===== config.mk =====
export PLATFORM = sky130hd
export DESIGN_NAME = system_reset_controller
export DESIGN_NICKNAME = d
export VERILOG_FILES = /design/src/system_reset_controller_pkg.sv /design/src/system_reset_controller.sv
export VERILOG_INCLUDE_DIRS = /design/src
export SDC_FILE = /design/constraint.sdc
export NUM_CORES = 1
export LEC_CHECK = 0
export BUFFER_PORTS_ARGS = -buffer_cell sky130_fd_sc_hd__buf_2
export CORE_AREA = 2 2 167 169
export CTS_CLUSTER_DIAMETER = 30
export DETAILED_ROUTE_END_ITERATION = 12
export DIE_AREA = 0 0 169 171
export PLACE_DENSITY = 0.61
export SLEW_MARGIN = 20
export SYNTH_ARGS = -nofsm -noshare
export SYNTH_HDL_FRONTEND = slang
export SYNTH_SLANG_ARGS = --single-unit

===== constraint.sdc =====
create_clock -name pclk -period 3.6 [get_ports pclk]
set_clock_uncertainty 0.05 [all_clocks]
set_input_delay 0 -clock pclk [delete_from_list [all_inputs] [get_ports pclk]]
set_output_delay 0 -clock pclk [all_outputs]
set_load 0.02 [all_outputs]

===== src/system_reset_controller_params.svh =====
// constants for the system reset controller
`ifndef SYSTEM_RESET_CONTROLLER_PARAMS_SVH
`define SYSTEM_RESET_CONTROLLER_PARAMS_SVH
`define OFS_CONTROL        12'h000
`define OFS_STATUS         12'h004
`define OFS_VECTOR         12'h008
`define OFS_SETTLE         12'h00C
`define VECTOR_ADDR_LO     16'h0000
`define VECTOR_ADDR_HI     16'h0001
`define RST_PSW            8'h02
`define RST_LATCH          8'h00
`define RST_DIR            8'hFF
`define RST_PULLUP         8'h00
`define RST_CPU_CLK        8'h02
`define RST_OSC_SEL        8'h04
`define RST_ZERO8          8'h00
`define RST_ZERO16         16'h0000
`define RST_ONES16         16'hFFFF
`define RST_TX_SHIFT       8'hFF
`define RST_IRQ_MASK       8'hFF
`define MIN_PIN_LOW_NS     10000
`define CLK_PERIOD_NS      8
`define MIN_PIN_LOW_CYC    ((`MIN_PIN_LOW_NS + `CLK_PERIOD_NS - 1) / `CLK_PERIOD_NS)
`define CTRL_BIT_STOP      0
`define CTRL_BIT_SW_RESET  1
`endif


===== src/system_reset_controller_pkg.sv =====
// types for the system reset controller
package system_reset_controller_pkg;
  typedef enum logic [3:0] {
    st_reset  = 4'b0001,
    st_settle = 4'b0010,
    st_vector = 4'b0100,
    st_run    = 4'b1000
  } seq_state_e;
  typedef struct packed {
    logic [7:0]  processor_status_word;
    logic [7:0]  port_latch;
    logic [7:0]  port_dir;
    logic [7:0]  pullup_option_zero;
    logic [7:0]  cpu_clock_ctrl;
    logic [7:0]  suboscillator_mode;
    logic [7:0]  subclock_ctrl;
    logic [7:0]  osc_settle_select;
    logic [15:0] wide_timer_count;
    logic [15:0] wide_timer_compare;
    logic [7:0]  wide_timer_mode;
    logic [7:0]  buzzer_ctrl;
    logic [7:0]  narrow_timer_count;
    logic [7:0]  narrow_timer_mode;
    logic [7:0]  carrier_out_ctrl;
    logic [7:0]  watch_timer_mode;
    logic [7:0]  watchdog_clock_select;
    logic [7:0]  watchdog_mode;
    logic [7:0]  serial_mode;
    logic [7:0]  serial_status;
    logic [7:0]  serial_baud;
    logic [7:0]  serial_tx_shift;
    logic [15:0] adc_result;
    logic [7:0]  adc_mode;
    logic [7:0]  adc_channel;
    logic [7:0]  display_mode;
    logic [7:0]  display_clock;
    logic [7:0]  display_boost_ctrl;
    logic [7:0]  irq_flag_low;
    logic [7:0]  irq_flag_high;
    logic [7:0]  irq_mask_low;
    logic [7:0]  irq_mask_high;
    logic [7:0]  ext_irq_mode;
    logic [7:0]  key_return_mode;
  } reset_values_s;
endpackage


===== src/system_reset_controller.sv =====
// system reset sequencer with apb status/control and reset value vector
`timescale 1ns/100ps
`include "system_reset_controller_params.svh"
module system_reset_controller
  import system_reset_controller_pkg::*;
#(
  parameter int SETTLE_BASE_CYC = 256, // settle cycles at selector 0, doubled per selector step
  parameter int SETTLE_MAX_SEL  = 7
) (
  input  wire logic        pclk,
  input  wire logic        presetn,
  input  wire logic        clk_en,
  input  wire logic        reset_pin_n,
  input  wire logic        watchdog_overflow,
  input  wire logic        osc_running,
  input  wire logic        vector_valid,
  input  wire logic [7:0]  vector_data,
  input  wire logic        psel,
  input  wire logic        penable,
  input  wire logic        pwrite,
  input  wire logic [11:0] paddr,
  input  wire logic [31:0] pwdata,
  output logic [31:0]      prdata,
  output logic             pready,
  output logic             pslverr,
  output logic             system_reset,
  output logic             pins_hiz,
  output logic             cpu_start,
  output logic [15:0]      program_counter,
  output logic             vector_fetch,
  output logic [15:0]      vector_addr,
  output logic             hold_stop_state,
  output reset_values_s    reset_values
);
  // base shifted by up to 15 must still fit the 32-bit counter
  if (SETTLE_BASE_CYC < 1 || SETTLE_BASE_CYC > 65536 ||
      SETTLE_MAX_SEL < 0 || SETTLE_MAX_SEL > 15) begin : g_bad_params
    $error("unsupported settle parameters");
  end

  localparam int CNT_W = 32;

  // settle length from the selector value, saturated to the legal range
  function automatic logic [CNT_W-1:0] settle_cycles(input logic [7:0] sel);
    logic [3:0] s;
    s = (sel > 8'(SETTLE_MAX_SEL)) ? 4'(SETTLE_MAX_SEL) : sel[3:0];
    settle_cycles = CNT_W'(SETTLE_BASE_CYC) << s;
  endfunction

  // synchroniser: first stage read only by the second
  logic pin_meta;
  logic pin_sync;
  always_ff @(posedge pclk or negedge presetn) begin
    if (!presetn) begin
      pin_meta <= 1'b0;
      pin_sync <= 1'b0;
    end else if (clk_en) begin
      pin_meta <= reset_pin_n;
      pin_sync <= pin_meta;
    end
  end

  // sequencer state
  seq_state_e       state;
  seq_state_e       next_state;
  logic [CNT_W-1:0] cnt;
  logic [CNT_W-1:0] next_cnt;
  logic             stop_mode;
  logic             next_stop_mode;
  logic             sw_reset;
  logic             next_sw_reset;
  logic [7:0]       osc_sel;
  logic [7:0]       next_osc_sel;
  logic [15:0]      next_pc;
  logic             vec_hi;
  logic             next_vec_hi;
  logic             rst_req;
  logic [1:0]       cause;
  logic [1:0]       next_cause;
  logic             acc;

  // watchdog and pin requests merge into one identical request
  assign rst_req = !pin_sync || watchdog_overflow || sw_reset;

  always_comb begin
    next_state     = state;
    next_cnt       = cnt;
    next_pc        = program_counter;
    next_vec_hi    = vec_hi;
    next_cause     = cause;
    next_stop_mode = stop_mode;
    case (state)
      st_reset: begin
        // watchdog request is a pulse, so it clears itself
        if (!rst_req) begin
          next_state = st_settle;
          next_cnt   = settle_cycles(osc_sel);
        end
      end
      st_settle: begin
        // the count only runs once the oscillator is up again
        if (rst_req) begin
          next_state = st_reset;
        end else if (osc_running) begin
          if (cnt <= CNT_W'(1)) begin
            next_state     = st_vector;
            next_vec_hi    = 1'b0;
            next_stop_mode = 1'b0;
          end else begin
            next_cnt = cnt - CNT_W'(1);
          end
        end
      end
      st_vector: begin
        if (rst_req) begin
          next_state = st_reset;
        end else if (vector_valid) begin
          if (!vec_hi) begin
            next_pc[7:0] = vector_data;
            next_vec_hi  = 1'b1;
          end else begin
            next_pc[15:8] = vector_data;
            next_state    = st_run;
          end
        end
      end
      st_run: begin
        if (rst_req) begin
          next_state = st_reset;
        end
        if (acc && pwrite && paddr == `OFS_CONTROL) begin
          next_stop_mode = pwdata[`CTRL_BIT_STOP];
        end
      end
      default: next_state = st_reset;
    endcase
    if (rst_req) begin
      next_cause = {watchdog_overflow || sw_reset, !pin_sync};
    end
  end

  // program counter cleared only by presetn; a reset request leaves it as is, it is only meaningful after fetch
  always_ff @(posedge pclk or negedge presetn) begin
    if (!presetn) begin
      state           <= st_reset;
      cnt             <= '0;
      program_counter <= 16'h0000;
      vec_hi          <= 1'b0;
      cause           <= 2'b00;
    end else if (clk_en) begin
      state           <= next_state;
      cnt             <= next_cnt;
      program_counter <= next_pc;
      vec_hi          <= next_vec_hi;
      cause           <= next_cause;
    end
  end

  // reset value image; stack, ram and register bank have none
  reset_values_s rv_const;
  always_comb begin
    rv_const                       = '0;
    rv_const.processor_status_word = `RST_PSW;
    rv_const.port_latch            = `RST_LATCH;
    rv_const.port_dir              = `RST_DIR;
    rv_const.pullup_option_zero    = `RST_PULLUP;
    rv_const.cpu_clock_ctrl        = `RST_CPU_CLK;
    rv_const.suboscillator_mode    = `RST_ZERO8;
    rv_const.subclock_ctrl         = `RST_ZERO8;
    rv_const.osc_settle_select     = `RST_OSC_SEL;
    rv_const.wide_timer_count      = `RST_ZERO16;
    rv_const.wide_timer_compare    = `RST_ONES16;
    rv_const.wide_timer_mode       = `RST_ZERO8;
    rv_const.buzzer_ctrl           = `RST_ZERO8;
    rv_const.narrow_timer_count    = `RST_ZERO8;
    rv_const.narrow_timer_mode     = `RST_ZERO8;
    rv_const.carrier_out_ctrl      = `RST_ZERO8;
    rv_const.watch_timer_mode      = `RST_ZERO8;
    rv_const.watchdog_clock_select = `RST_ZERO8;
    rv_const.watchdog_mode         = `RST_ZERO8;
    rv_const.serial_mode           = `RST_ZERO8;
    rv_const.serial_status         = `RST_ZERO8;
    rv_const.serial_baud           = `RST_ZERO8;
    rv_const.serial_tx_shift       = `RST_TX_SHIFT;
    rv_const.adc_result            = `RST_ZERO16;
    rv_const.adc_mode              = `RST_ZERO8;
    rv_const.adc_channel           = `RST_ZERO8;
    rv_const.display_mode          = `RST_ZERO8;
    rv_const.display_clock         = `RST_ZERO8;
    rv_const.display_boost_ctrl    = `RST_ZERO8;
    rv_const.irq_flag_low          = `RST_ZERO8;
    rv_const.irq_flag_high         = `RST_ZERO8;
    rv_const.irq_mask_low          = `RST_IRQ_MASK;
    rv_const.irq_mask_high         = `RST_IRQ_MASK;
    rv_const.ext_irq_mode          = `RST_ZERO8;
    rv_const.key_return_mode       = `RST_ZERO8;
  end

  // apb slave: read word latched in setup so it stands through access,
  // writes land at the access edge; error on unmapped offsets
  logic        setup;
  logic        hit;
  logic [31:0] rd_word;
  logic [31:0] next_prdata;
  assign setup = psel && !penable;
  assign acc   = psel && penable;
  always_comb begin
    next_sw_reset = sw_reset;
    next_osc_sel  = osc_sel;
    next_prdata   = prdata;
    rd_word       = 32'h0000_0000;
    hit           = 1'b1;
    // software reset request holds until the sequencer is in st_reset, unlike the one-cycle watchdog pulse
    if (state == st_reset) begin
      next_sw_reset = 1'b0;
    end
    case (paddr)
      `OFS_CONTROL: begin
        rd_word = {30'h0, sw_reset, stop_mode};
        if (acc && pwrite) begin
          next_sw_reset = pwdata[`CTRL_BIT_SW_RESET];
        end
      end
      `OFS_STATUS:
        rd_word = {24'h0, cause, 2'b00, state};
      `OFS_VECTOR:
        rd_word = {16'h0, program_counter};
      `OFS_SETTLE: begin
        rd_word = {24'h0, osc_sel};
        if (acc && pwrite && state == st_run) begin
          next_osc_sel = pwdata[7:0];
        end
      end
      default:
        hit = 1'b0;
    endcase
    // any reset cause restores the selector, even over a late write
    if (rst_req) begin
      next_osc_sel = `RST_OSC_SEL;
    end
    if (setup) begin
      next_prdata = rd_word;
    end
  end

  always_ff @(posedge pclk or negedge presetn) begin
    if (!presetn) begin
      sw_reset  <= 1'b0;
      osc_sel   <= `RST_OSC_SEL;
      stop_mode <= 1'b0;
      prdata    <= 32'h0000_0000;
      pready    <= 1'b0;
      pslverr   <= 1'b0;
    end else if (clk_en) begin
      sw_reset  <= next_sw_reset;
      osc_sel   <= next_osc_sel;
      stop_mode <= next_stop_mode;
      prdata    <= next_prdata;
      pready    <= psel && !penable;
      pslverr   <= setup && !hit;
    end
  end

  // registered outputs of the sequence
  always_ff @(posedge pclk or negedge presetn) begin
    if (!presetn) begin
      system_reset    <= 1'b1;
      pins_hiz        <= 1'b1;
      cpu_start       <= 1'b0;
      vector_fetch    <= 1'b0;
      vector_addr     <= `VECTOR_ADDR_LO;
      hold_stop_state <= 1'b0;
    end else if (clk_en) begin
      system_reset    <= (next_state == st_reset);
      pins_hiz        <= (next_state == st_reset) ||
                         (next_state == st_settle);
      cpu_start       <= (next_state == st_run);
      vector_fetch    <= (next_state == st_vector);
      vector_addr     <= next_vec_hi ? `VECTOR_ADDR_HI
                                     : `VECTOR_ADDR_LO;
      hold_stop_state <= next_stop_mode &&
                         (next_state != st_run);
    end
  end

  // image has no reset of its own: it reloads the constants at every
  // enabled edge, so it already stands when presetn lets go
  always_ff @(posedge pclk) begin
    if (clk_en) begin
      reset_values <= rv_const;
    end
  end

  // pins float in every enabled reset cycle
  property p_hiz_in_reset;
    @(posedge pclk) disable iff (!presetn)
      clk_en && system_reset |-> pins_hiz;
  endproperty
  a_hiz_in_reset: assert property (p_hiz_in_reset)
    else $error("pins not floating during reset");

  property p_no_run_in_settle;
    @(posedge pclk) disable iff (!presetn)
      state == st_settle |-> !cpu_start;
  endproperty
  a_no_run_in_settle: assert property (p_no_run_in_settle)
    else $error("cpu started before settle");

  property p_wdt_resets;
    @(posedge pclk) disable iff (!presetn)
      clk_en && watchdog_overflow |=> state == st_reset;
  endproperty
  a_wdt_resets: assert property (p_wdt_resets)
    else $error("watchdog overflow did not reset");

  property p_psw_value;
    @(posedge pclk) disable iff (!presetn)
      system_reset |-> reset_values.processor_status_word == 8'h02;
  endproperty
  a_psw_value: assert property (p_psw_value)
    else $error("status word reset value wrong");

  property p_settle_after_reset;
    @(posedge pclk) disable iff (!presetn)
      clk_en && state == st_reset && !rst_req |=> state == st_settle;
  endproperty
  a_settle_after_reset: assert property (p_settle_after_reset)
    else $error("no settle after reset release");

  property p_run_after_vec;
    @(posedge pclk) disable iff (!presetn)
      $rose(cpu_start) |-> $past(vector_addr) == 16'h0001;
  endproperty
  a_run_after_vec: assert property (p_run_after_vec)
    else $error("start without high vector byte");

  property p_osc_gate;
    @(posedge pclk) disable iff (!presetn)
      clk_en && state == st_settle && !osc_running && !rst_req
        |=> state == st_settle && $stable(cnt);
  endproperty
  a_osc_gate: assert property (p_osc_gate)
    else $error("settle counted without oscillator");

  property p_masks;
    @(posedge pclk) disable iff (!presetn)
      cpu_start |-> reset_values.irq_mask_low == 8'hFF &&
                    reset_values.port_dir == 8'hFF;
  endproperty
  a_masks: assert property (p_masks)
    else $error("mask or direction reset value wrong");

  c_pin_reset:  cover property (@(posedge pclk) $fell(pin_sync));
  c_wdt_reset:  cover property (@(posedge pclk) watchdog_overflow);
  c_run:        cover property (@(posedge pclk) $rose(cpu_start));
endmodule // system_reset_controller


==> results of run 1 <==
-- final cells by class --
class | instances | area [um2] | share of cell area, %
clock inverters | 6 | 67.6 | 0.946
inverters | 16 | 60.1 | 0.841
well taps | 346 | 433 | 6.06
flip-flops and latches | 90 | 2260 | 31.6
multi-input cells | 657 | 3450 | 48.3
repair buffers | 105 | 646 | 9.04
clock buffers | 10 | 229 | 3.21
-- stage by stage --
step,setup WS [ps],cell area (um2)
floorplan,1140,8310
global placement,751,6660
detailed placement,706,6660
CTS,714,7140
global route,585,7140
finish,709,7140
-- power groups by stage --
stage | logic (mW) | registers, mW | clock network [mW]
6_report | 1.28 | 1.23 | 0.959
4_1_cts | 1.27 | 1.23 | 0.979
3_5_place_dp | 1.24 | 1.24 | 0
3_3_place_gp | 1.23 | 1.24 | 0
5_1_grt | 1.41 | 1.25 | 1.02
2_1_floorplan | 1.27 | 1.21 | 0
-- timing repair --
item	CTS	global route
hold buffers	19	0
hold endpoints to repair	89	0
setup endpoints to repair	0	0
-- placed cells by master (no fill, tap or decap), types with 3 or more instances in the layout --
cell type	netlist	routed
sky130_fd_sc_hd__and2_1	3	3
sky130_fd_sc_hd__or4_1	17	17
sky130_fd_sc_hd__or3_1	8	8
sky130_fd_sc_hd__dfstp_2	4	4
sky130_fd_sc_hd__a22oi_1	6	6
sky130_fd_sc_hd__dlygate4sd3_1	0	19
sky130_fd_sc_hd__a31oi_1	6	6
sky130_fd_sc_hd__o31ai_1	20	20
sky130_fd_sc_hd__clkbuf_16	0	9
sky130_fd_sc_hd__and4_1	3	3
sky130_fd_sc_hd__mux2_2	20	20
sky130_fd_sc_hd__a22o_1	15	15
sky130_fd_sc_hd__nor2_1	25	25
sky130_fd_sc_hd__buf_4	328	10
sky130_fd_sc_hd__nand2b_1	8	8
sky130_fd_sc_hd__conb_1	2	327
sky130_fd_sc_hd__dfrtp_1	86	86
sky130_fd_sc_hd__mux2i_1	6	6
sky130_fd_sc_hd__nor4_2	4	4
sky130_fd_sc_hd__buf_2	4	76
sky130_fd_sc_hd__a21oi_1	24	24
sky130_fd_sc_hd__nand3_1	9	9
sky130_fd_sc_hd__nor2b_1	5	5
sky130_fd_sc_hd__o311ai_0	4	4
sky130_fd_sc_hd__nor4_1	8	8
sky130_fd_sc_hd__o21ai_0	29	29
sky130_fd_sc_hd__nor3_1	9	9
sky130_fd_sc_hd__nand2_1	43	43
sky130_fd_sc_hd__nand4_1	8	8
sky130_fd_sc_hd__and3_1	9	9
sky130_fd_sc_hd__inv_1	16	16
-- cell families after synthesis --
group	Yosys count	synth area share, %
other cells	2	0.106
mux	28	4.66
simple gates	177	14.7
compound gates	123	11.6
fa+ha+maj	2	0.353
flops	90	31.8
buf+inv	363	36.7
-- routing by layer --
| layer | GRT usage, % | up-vias | routed length [um] |
|---|---|---|---|
| li1 | - | 2254 | - |
| met1 | 12.4 | 2354 | 6200 |
| met2 | 14.9 | 258 | 6890 |
| met3 | 1.80 | 6 | 1000 |
| met4 | 2.08 | 0 | 94 |
| met5 | 0 | - | 0 |
-- state kept, by name, indices dropped and copies added, names as in the netlist, 2 cells and up --
signal / cells
cause: 2
cnt: 32
osc_sel: 8
prdata: 16
program_counter: 16
state: 4
-- worst reg2reg max path: cells and delay by family (launching register included) --
kind	cells	cell delay, ps
AOI/OAI and AO/OA	1	130
and+or+nand+nor	4	2170
DFF	1	410
-- path summary, 6_finish.rpt --
path / startpoint / to / slack, ps / depth (start not counted)
worst max-delay path: cnt[18] / cnt[9] / 710 / 5
worst min-delay path: clk_en / osc_sel[2] / 10 / 3
worst max register to register: cnt[18] / cnt[9] / 710 / 5
worst min register to register: prdata[2] / prdata[2] / 420 / 2
max in group asynchronous: presetn / pins_hiz / 2330 / 3
min in group asynchronous: presetn / prdata[8] / 240 / 2
==> summary by stage, run 1 <==
Setup path
The signal on the critical path passes through or4_4, or3_4, or4_1, nand2_1, o21ai_0. STA puts the critical path data required time at 3760 ps. The type of destination of the critical path is a flop. The setup path with the least slack is of type flop to flop. The total buffers and inverters traversed by the critical path is 0. The critical-path maximum fanout is 16. The type of element launching the critical path is a flop. The cell type group with the largest total delay on the critical path is simple AND/OR/NAND/NOR gates.

Data arrives at the worst endpoint at between 3000 and 4000 ps. The cell with the largest stage delay on the worst path is sky130_fd_sc_hd__or4_1. For this run, the slowest stage of the critical path takes approximately 850 ps.

CTS
The H-tree depth reported by CTS is 3. After clock tree synthesis, the repair step resized 0 gates. TritonCTS built the clock tree. The later-pin clock latency in the skew report is 350 ps. The clock passes through at most 2 buffers. The post-CTS setup buffer count is 0.

The number of sinks handled by clock tree synthesis is 90. Clock tree synthesis inserted a total of 9 buffers. The clock-pin transition on the worst setup and hold timing paths is 60 ps. The cell at the root of the clock tree is sky130_fd_sc_hd__clkbuf_16.

Place
At the end of routability-driven placement, the weighted congestion stood at 0.830. During placement, the flow inserted port buffers numbering 77. The cell total after placement is 1195. The half-perimeter wire length after placement is 10700 um.

Floorplan
The die outline width is 169 um. The die covers between 0.02 and 0.03 mm2. Pin placement for this block handled 429 I/O pins. The initial core utilization is 26.0%. The row count is 61. The core region is approximately 0.027 mm2. The floorplan die height is approximately 170 um.

Finish
The synthesis-to-finish area growth is 0.688%. The layout has 2928 filler cells. In the final layout, the share of cells above drive strength 1 is 15.8%.

The finished layout holds 1230 standard cells, fillers aside. The number of antenna cells inserted is 0. After the last flow step, the layout net total stands at 943. Measured on the finished design, the core utilization comes to 26.1%.

Hold path
The path category of the worst min-delay check is input pin to flop.

Drt
The average wire length per cell after detail routing is 11.5 um. The number of vias in the routed layout is 4872. The antenna violation net count after detailed routing is 0. In the routed design, unresolved DRC markers number 0. The first detailed-routing pass took 7 iterations.

Using the TritonRoute via totals, the vias-per-cell ratio works out to 3.96. The routed wire length is roughly 14000 um. The first routing iteration left 311 violations.

Timing
Of the available clock period, the critical path in the final layout requires between 80% and 90%. The setup TNS after final layout is 0 ps. The actual transition at the worst max-transition pin is ~900 ps. Final hold analysis gives a worst-case slack of 11.8 ps. Setup violations remaining at the end of the flow were counted as 0. The max-slew violation count is 0.

The smallest clock period supported by the final layout is computed as 2890 ps. Setup repair after global routing left no endpoint under its margin. Derived from the worst setup path, the maximum achievable clock frequency is 346 MHz. The worst slew margin relative to its limit is 41.0%. The number of endpoints with negative hold slack in the final report is 0.

Global routing
The sum of overflow across all layers after global routing is 0. The overall global routing resource usage is 9.08%. The number of global-route vias before repair came to 3934. The number of antenna violations at the first check in global routing is 0.

The wire length of the first global-routing pass is 21300 um. Entering global routing, the biggest net connects 64 pins.

Logic synthesis
The instance count of the mapped netlist is 785. After synthesis the netlist holds a flip-flop and latch count of 90. In this run the biggest area consumer among cell types represents 34.7% of the synthesized area. The flip-flop cell with the highest count after synthesis is sky130_fd_sc_hd__dfrtp_1. The count of different cell masters after synthesis is 64. Yosys mapped a number of flops with a built-in enable equal to 0. The sequential cell area fraction in the yosys report is between 30% and 40%. Ranked by instance count, the synthesized netlist is headed by 328 x sky130_fd_sc_hd__buf_4, 86 x sky130_fd_sc_hd__dfrtp_1, 43 x sky130_fd_sc_hd__nand2_1, 29 x sky130_fd_sc_hd__o21ai_0, 25 x sky130_fd_sc_hd__nor2_1. For this run, asynchronously set or reset flops after synthesis account for 100%. The average instance in the mapped netlist occupies 9.04 um2. The total standard cell area after synthesis is 0.00709 mm2. The library cell occupying the most area in the post-synthesis netlist is sky130_fd_sc_hd__buf_4. Sorting the synthesized cells by area gives the leading types as sky130_fd_sc_hd__buf_4 35%, sky130_fd_sc_hd__dfrtp_1 30%, sky130_fd_sc_hd__mux2_2 3.2%. Yosys printed 0 warnings. The most common cell in the synthesized netlist is sky130_fd_sc_hd__buf_4.

Power and ir drop
The part of the total power dissipated in the clock network is between 20% and 30%. Combinational logic burns a little under two fifths of the power. For this design the total switching power over the nets is between 1 and 1.5 mW. After layout, the design draws a total of 3.47 mW. The static power due to leakage is 3.77 nW.

The sequential fraction of design power is 35.4%. In this run the power density over the cells is around 490 mW/mm2. Net switching is 40.9% of the power.

The peak supply drop is 0.265 mV. Cell internal power was estimated by the tool at between 2 and 2.5 mW.

Job
Max-cap violations in this run came to 0.

Outcome
The run finished with clean final reports.
No activity file was read; power rests on OpenSTA's default activity.
==> inputs of run 2 (changes only) <==
clock period = 2.85 ns   (was 3.6 ns; I/O delays follow)
==> run 2 against run 1 <==
Net effect:
- routed wire length is 2.5% higher
- via count is 1.9% higher
- worst setup slack worse by 540 ps
- flip-flop and latch count stayed put
- sequential power is 26% higher
- total power is 29% higher
- critical path type unchanged
- utilization is 0.71 points higher
- non-clock buffer count is 26 higher
- critical endpoint is now cnt[25]
- critical path depth is 1 higher
- hold slack worse by 8.1 ps
- sequential share of layout area is 0.84 points lower
- largest power group unchanged
==> summary by stage, run 2 (synthesis gave the netlist of run 1 again) <==
Finish
Cells with a size suffix above 1 make up 18.1% of the layout. The multi-input combinational cells in the finished layout cover a total of 0.00345 mm2. The total number of nets in the final design is 969.

The register with the most flip-flops is cnt. The number of antenna cells inserted is 0. The number of flip-flops in the largest register is 32.

The library cells used most frequently in the layout, excluding fill and tap cells, are 327 x sky130_fd_sc_hd__conb_1, 86 x sky130_fd_sc_hd__dfrtp_1, 76 x sky130_fd_sc_hd__buf_2, 43 x sky130_fd_sc_hd__nand2_1, 36 x sky130_fd_sc_hd__buf_4. The number of fill cells is 2907. The largest registers in the layout are cnt: 32 flops, prdata: 16 flops, program_counter: 16 flops.

The register area is between 0.002 and 0.0025 mm2. The most common library cell in the layout ignoring fill and taps is sky130_fd_sc_hd__conb_1. Compared with the post-synthesis result, the final layout area differs by 3.44%.

Drt
The residual DRC count is 0. The first routing iteration left 311 violations. Across all layers, the routed design uses 4967 vias.

Once detail routing completed, the nets flagged for antenna violations numbered 0. The average wire length per cell after detail routing is roughly 12 um. The final layout contains routed wiring with a total length of 14500 um.

For this run, the detailed router's first-pass iteration total came to 4. The via count normalized by instance count is ~4.

Timing
The share of the clock period used by the worst path after layout is a little over nine tenths. For the pin with the worst max-slew slack, the measured transition is 876 ps. The achievable frequency is 373 MHz. Summed over all failing endpoints, the final setup total negative slack is 0 ps. Setup repair after global routing left no endpoint under its margin. The max-slew violation count was 0. The setup-violating endpoint count in the final report is 0.

The number of endpoints with negative hold slack in the final report is 0. In this run the tightest slew margin relative to its limit is 41.6%. The minimum clock period after layout is 2680 ps. The worst hold-check slack is 3.69 ps.

Job
The tool flagged a number of max-cap violations equal to 0.

CTS
The CTS tree is built. Clock latency on the worst-skew pair, taken at its later pin, is between 300 and 400 ps. The H-tree depth reported by CTS is 3. After clock tree synthesis, the clock-pin slew on the worst setup and hold paths is 70 ps. The clock passes through at most 2 buffers.

The root buffer cell chosen for the clock tree is sky130_fd_sc_hd__clkbuf_16. The post-CTS setup buffer count is 0. The number of clock buffers added by TritonCTS is 9. The clock drives 90 sinks.

Setup path
At the worst endpoint, the arrival time is approximately 2900 ps. The cell type group with the largest total delay on the critical path is simple AND/OR/NAND/NOR gates. The cell depth of the worst flop-to-flop path is 6. The start-to-end type of the worst setup path is flop to flop. The highest cell delay on the worst timing path is 690 ps. STA classifies the critical path startpoint as a flop. The slack of the worst reg-to-reg path is about 170 ps.

The required arrival time at the worst endpoint is 3070 ps. The slowest stage of the critical path is the sky130_fd_sc_hd__or4_1 cell. The type of destination of the critical path is a flop.

The total buffers and inverters traversed by the critical path is 1. In this run the critical register-to-register path is captured at cnt[25]. The source of the worst register-to-register timing path is cnt[18].

In this run the worst path has a maximum fanout of 5. Walking the worst path, the cells encountered are or4_4, or3_4, or4_1, buf_4, a31o_1, a21oi_1.

Power and ir drop
The sequential fraction of design power is 34.6%. In this run, the combinational gates consume 38.4% of the power. In this run switching power makes up 40.4% of total power. The internal power of the cells totals 2.67 mW. Across the VDD grid, the largest voltage drop is 0.356 mV.

The part of the total power dissipated in the clock network is around 27%. Dividing total power by cell area gives a power density of 610 mW/mm2. The switching power total is between 1.5 and 2 mW.

The static power due to leakage is 3.89 nW.

Global routing
For this run, global-route usage on met1 was measured as 12.7%. In this run the most used layer during global routing was met2. The met3 usage is between 1.5 and 2%. The overall global routing resource usage is 9.44%.

The wire length of the first global-routing pass is ~22000 um. The number of antenna violations at the first check in global routing is 0. The number of global-route vias before repair is 4059. The global routing usage on met2 is 15.6%.

For this run the aggregate overflow at the end of global routing stands at 0. The largest net degree at the start of global routing is 68.

Floorplan
The floorplan core area is 0.0273 mm2. The die covers 0.0289 mm2. In this run the core area contains 61 standard-cell rows. The floorplan die height is about 170 um. The floorplan step set the die width to 169 um. The number of I/O pins is 429. The initial core utilization is 26.0%.

Hold path
The worst hold path begins at clk_en. In this run the worst hold path is classified as input pin to flop. The worst hold path passes through 3 cells. For hold timing, the worst endpoint is osc_sel[2].

Place
The congestion estimate from routability-driven global placement came to 0.833. Port buffering added 77 buffers. The half-perimeter wire length after placement is between 10000 and 15000 um.

Outcome
The run finished with clean final reports.
[run 2: cell count changes in the layout (fill, tap and decap cells not counted)]
cell / before / now
sky130_fd_sc_hd__buf_4: 10 / 36
sky130_fd_sc_hd__clkbuf_1: 1 / 2
sky130_fd_sc_hd__clkinv_2: 1 / 0
sky130_fd_sc_hd__clkinv_4: 1 / 2
sky130_fd_sc_hd__clkinvlp_4: 2 / 1
[run 2: tightest hold or removal path, delay by kind of cell]
| family | cells | cell delay, ps |
|---|---|---|
| AND/OR/NAND/NOR | 2 | 170 |
| buffers and inverters | 1 | 230 |
[run 2: timing repair]
action | in CTS | in global routing
hold endpoints to repair | 91 | 0
resized for setup | 0 | 0
hold buffers | 19 | 0
[run 2: cell type report]
type,count,area share [%]
sequential,90,30.8
clock buffer,11,3.17
timing repair buffer,131,11.5
multi-input combinational,657,47.0
clock inverter,5,0.870
tap,346,5.90
inverter,16,0.819
[run 2: how the worst max path moves through the flow]
stage,from,to,slack (ps),cells after the start
finish,cnt[18],cnt[25],170,6
global route,cnt[0],cnt[25],60,8
CTS,cnt[18],cnt[25],170,6
detailed placement,cnt[18],cnt[29],180,6
global placement,cnt[18],cnt[25],200,6
floorplan,cnt[18],cnt[3],390,6
[run 2: metrics by stage]
step | cell area [um2] | utilization (%) | power [mW] | setup WS (ps) | cells
after floorplan | 8310 | - | 3.14 | 388 | 1110
after global placement | 6850 | 25.1 | 3.21 | 202 | 1221
after detailed placement | 6850 | 25.1 | 3.24 | 177 | 1221
after CTS | 7340 | 26.9 | 4.49 | 166 | 1256
after global routing | 7340 | 26.9 | 4.77 | 55.8 | 1256
final | 7340 | 26.9 | 4.47 | 170 | 1256
[run 2: power by group through the flow]
stage	combinational [mW]	sequential [mW]	clock (mW)
floorplan	1.61	1.53	0
detailed placement	1.67	1.57	0
global route	1.91	1.57	1.28
global placement	1.65	1.56	0
finish	1.72	1.55	1.21
CTS	1.70	1.55	1.24
[run 2: layer usage]
layer  routed length, um  vias to the layer above
met3                1090                        9
met2                7120                      258
li1                    -                     2321
met1                6170                     2379
met4                 146                        0
met5                   0                        -
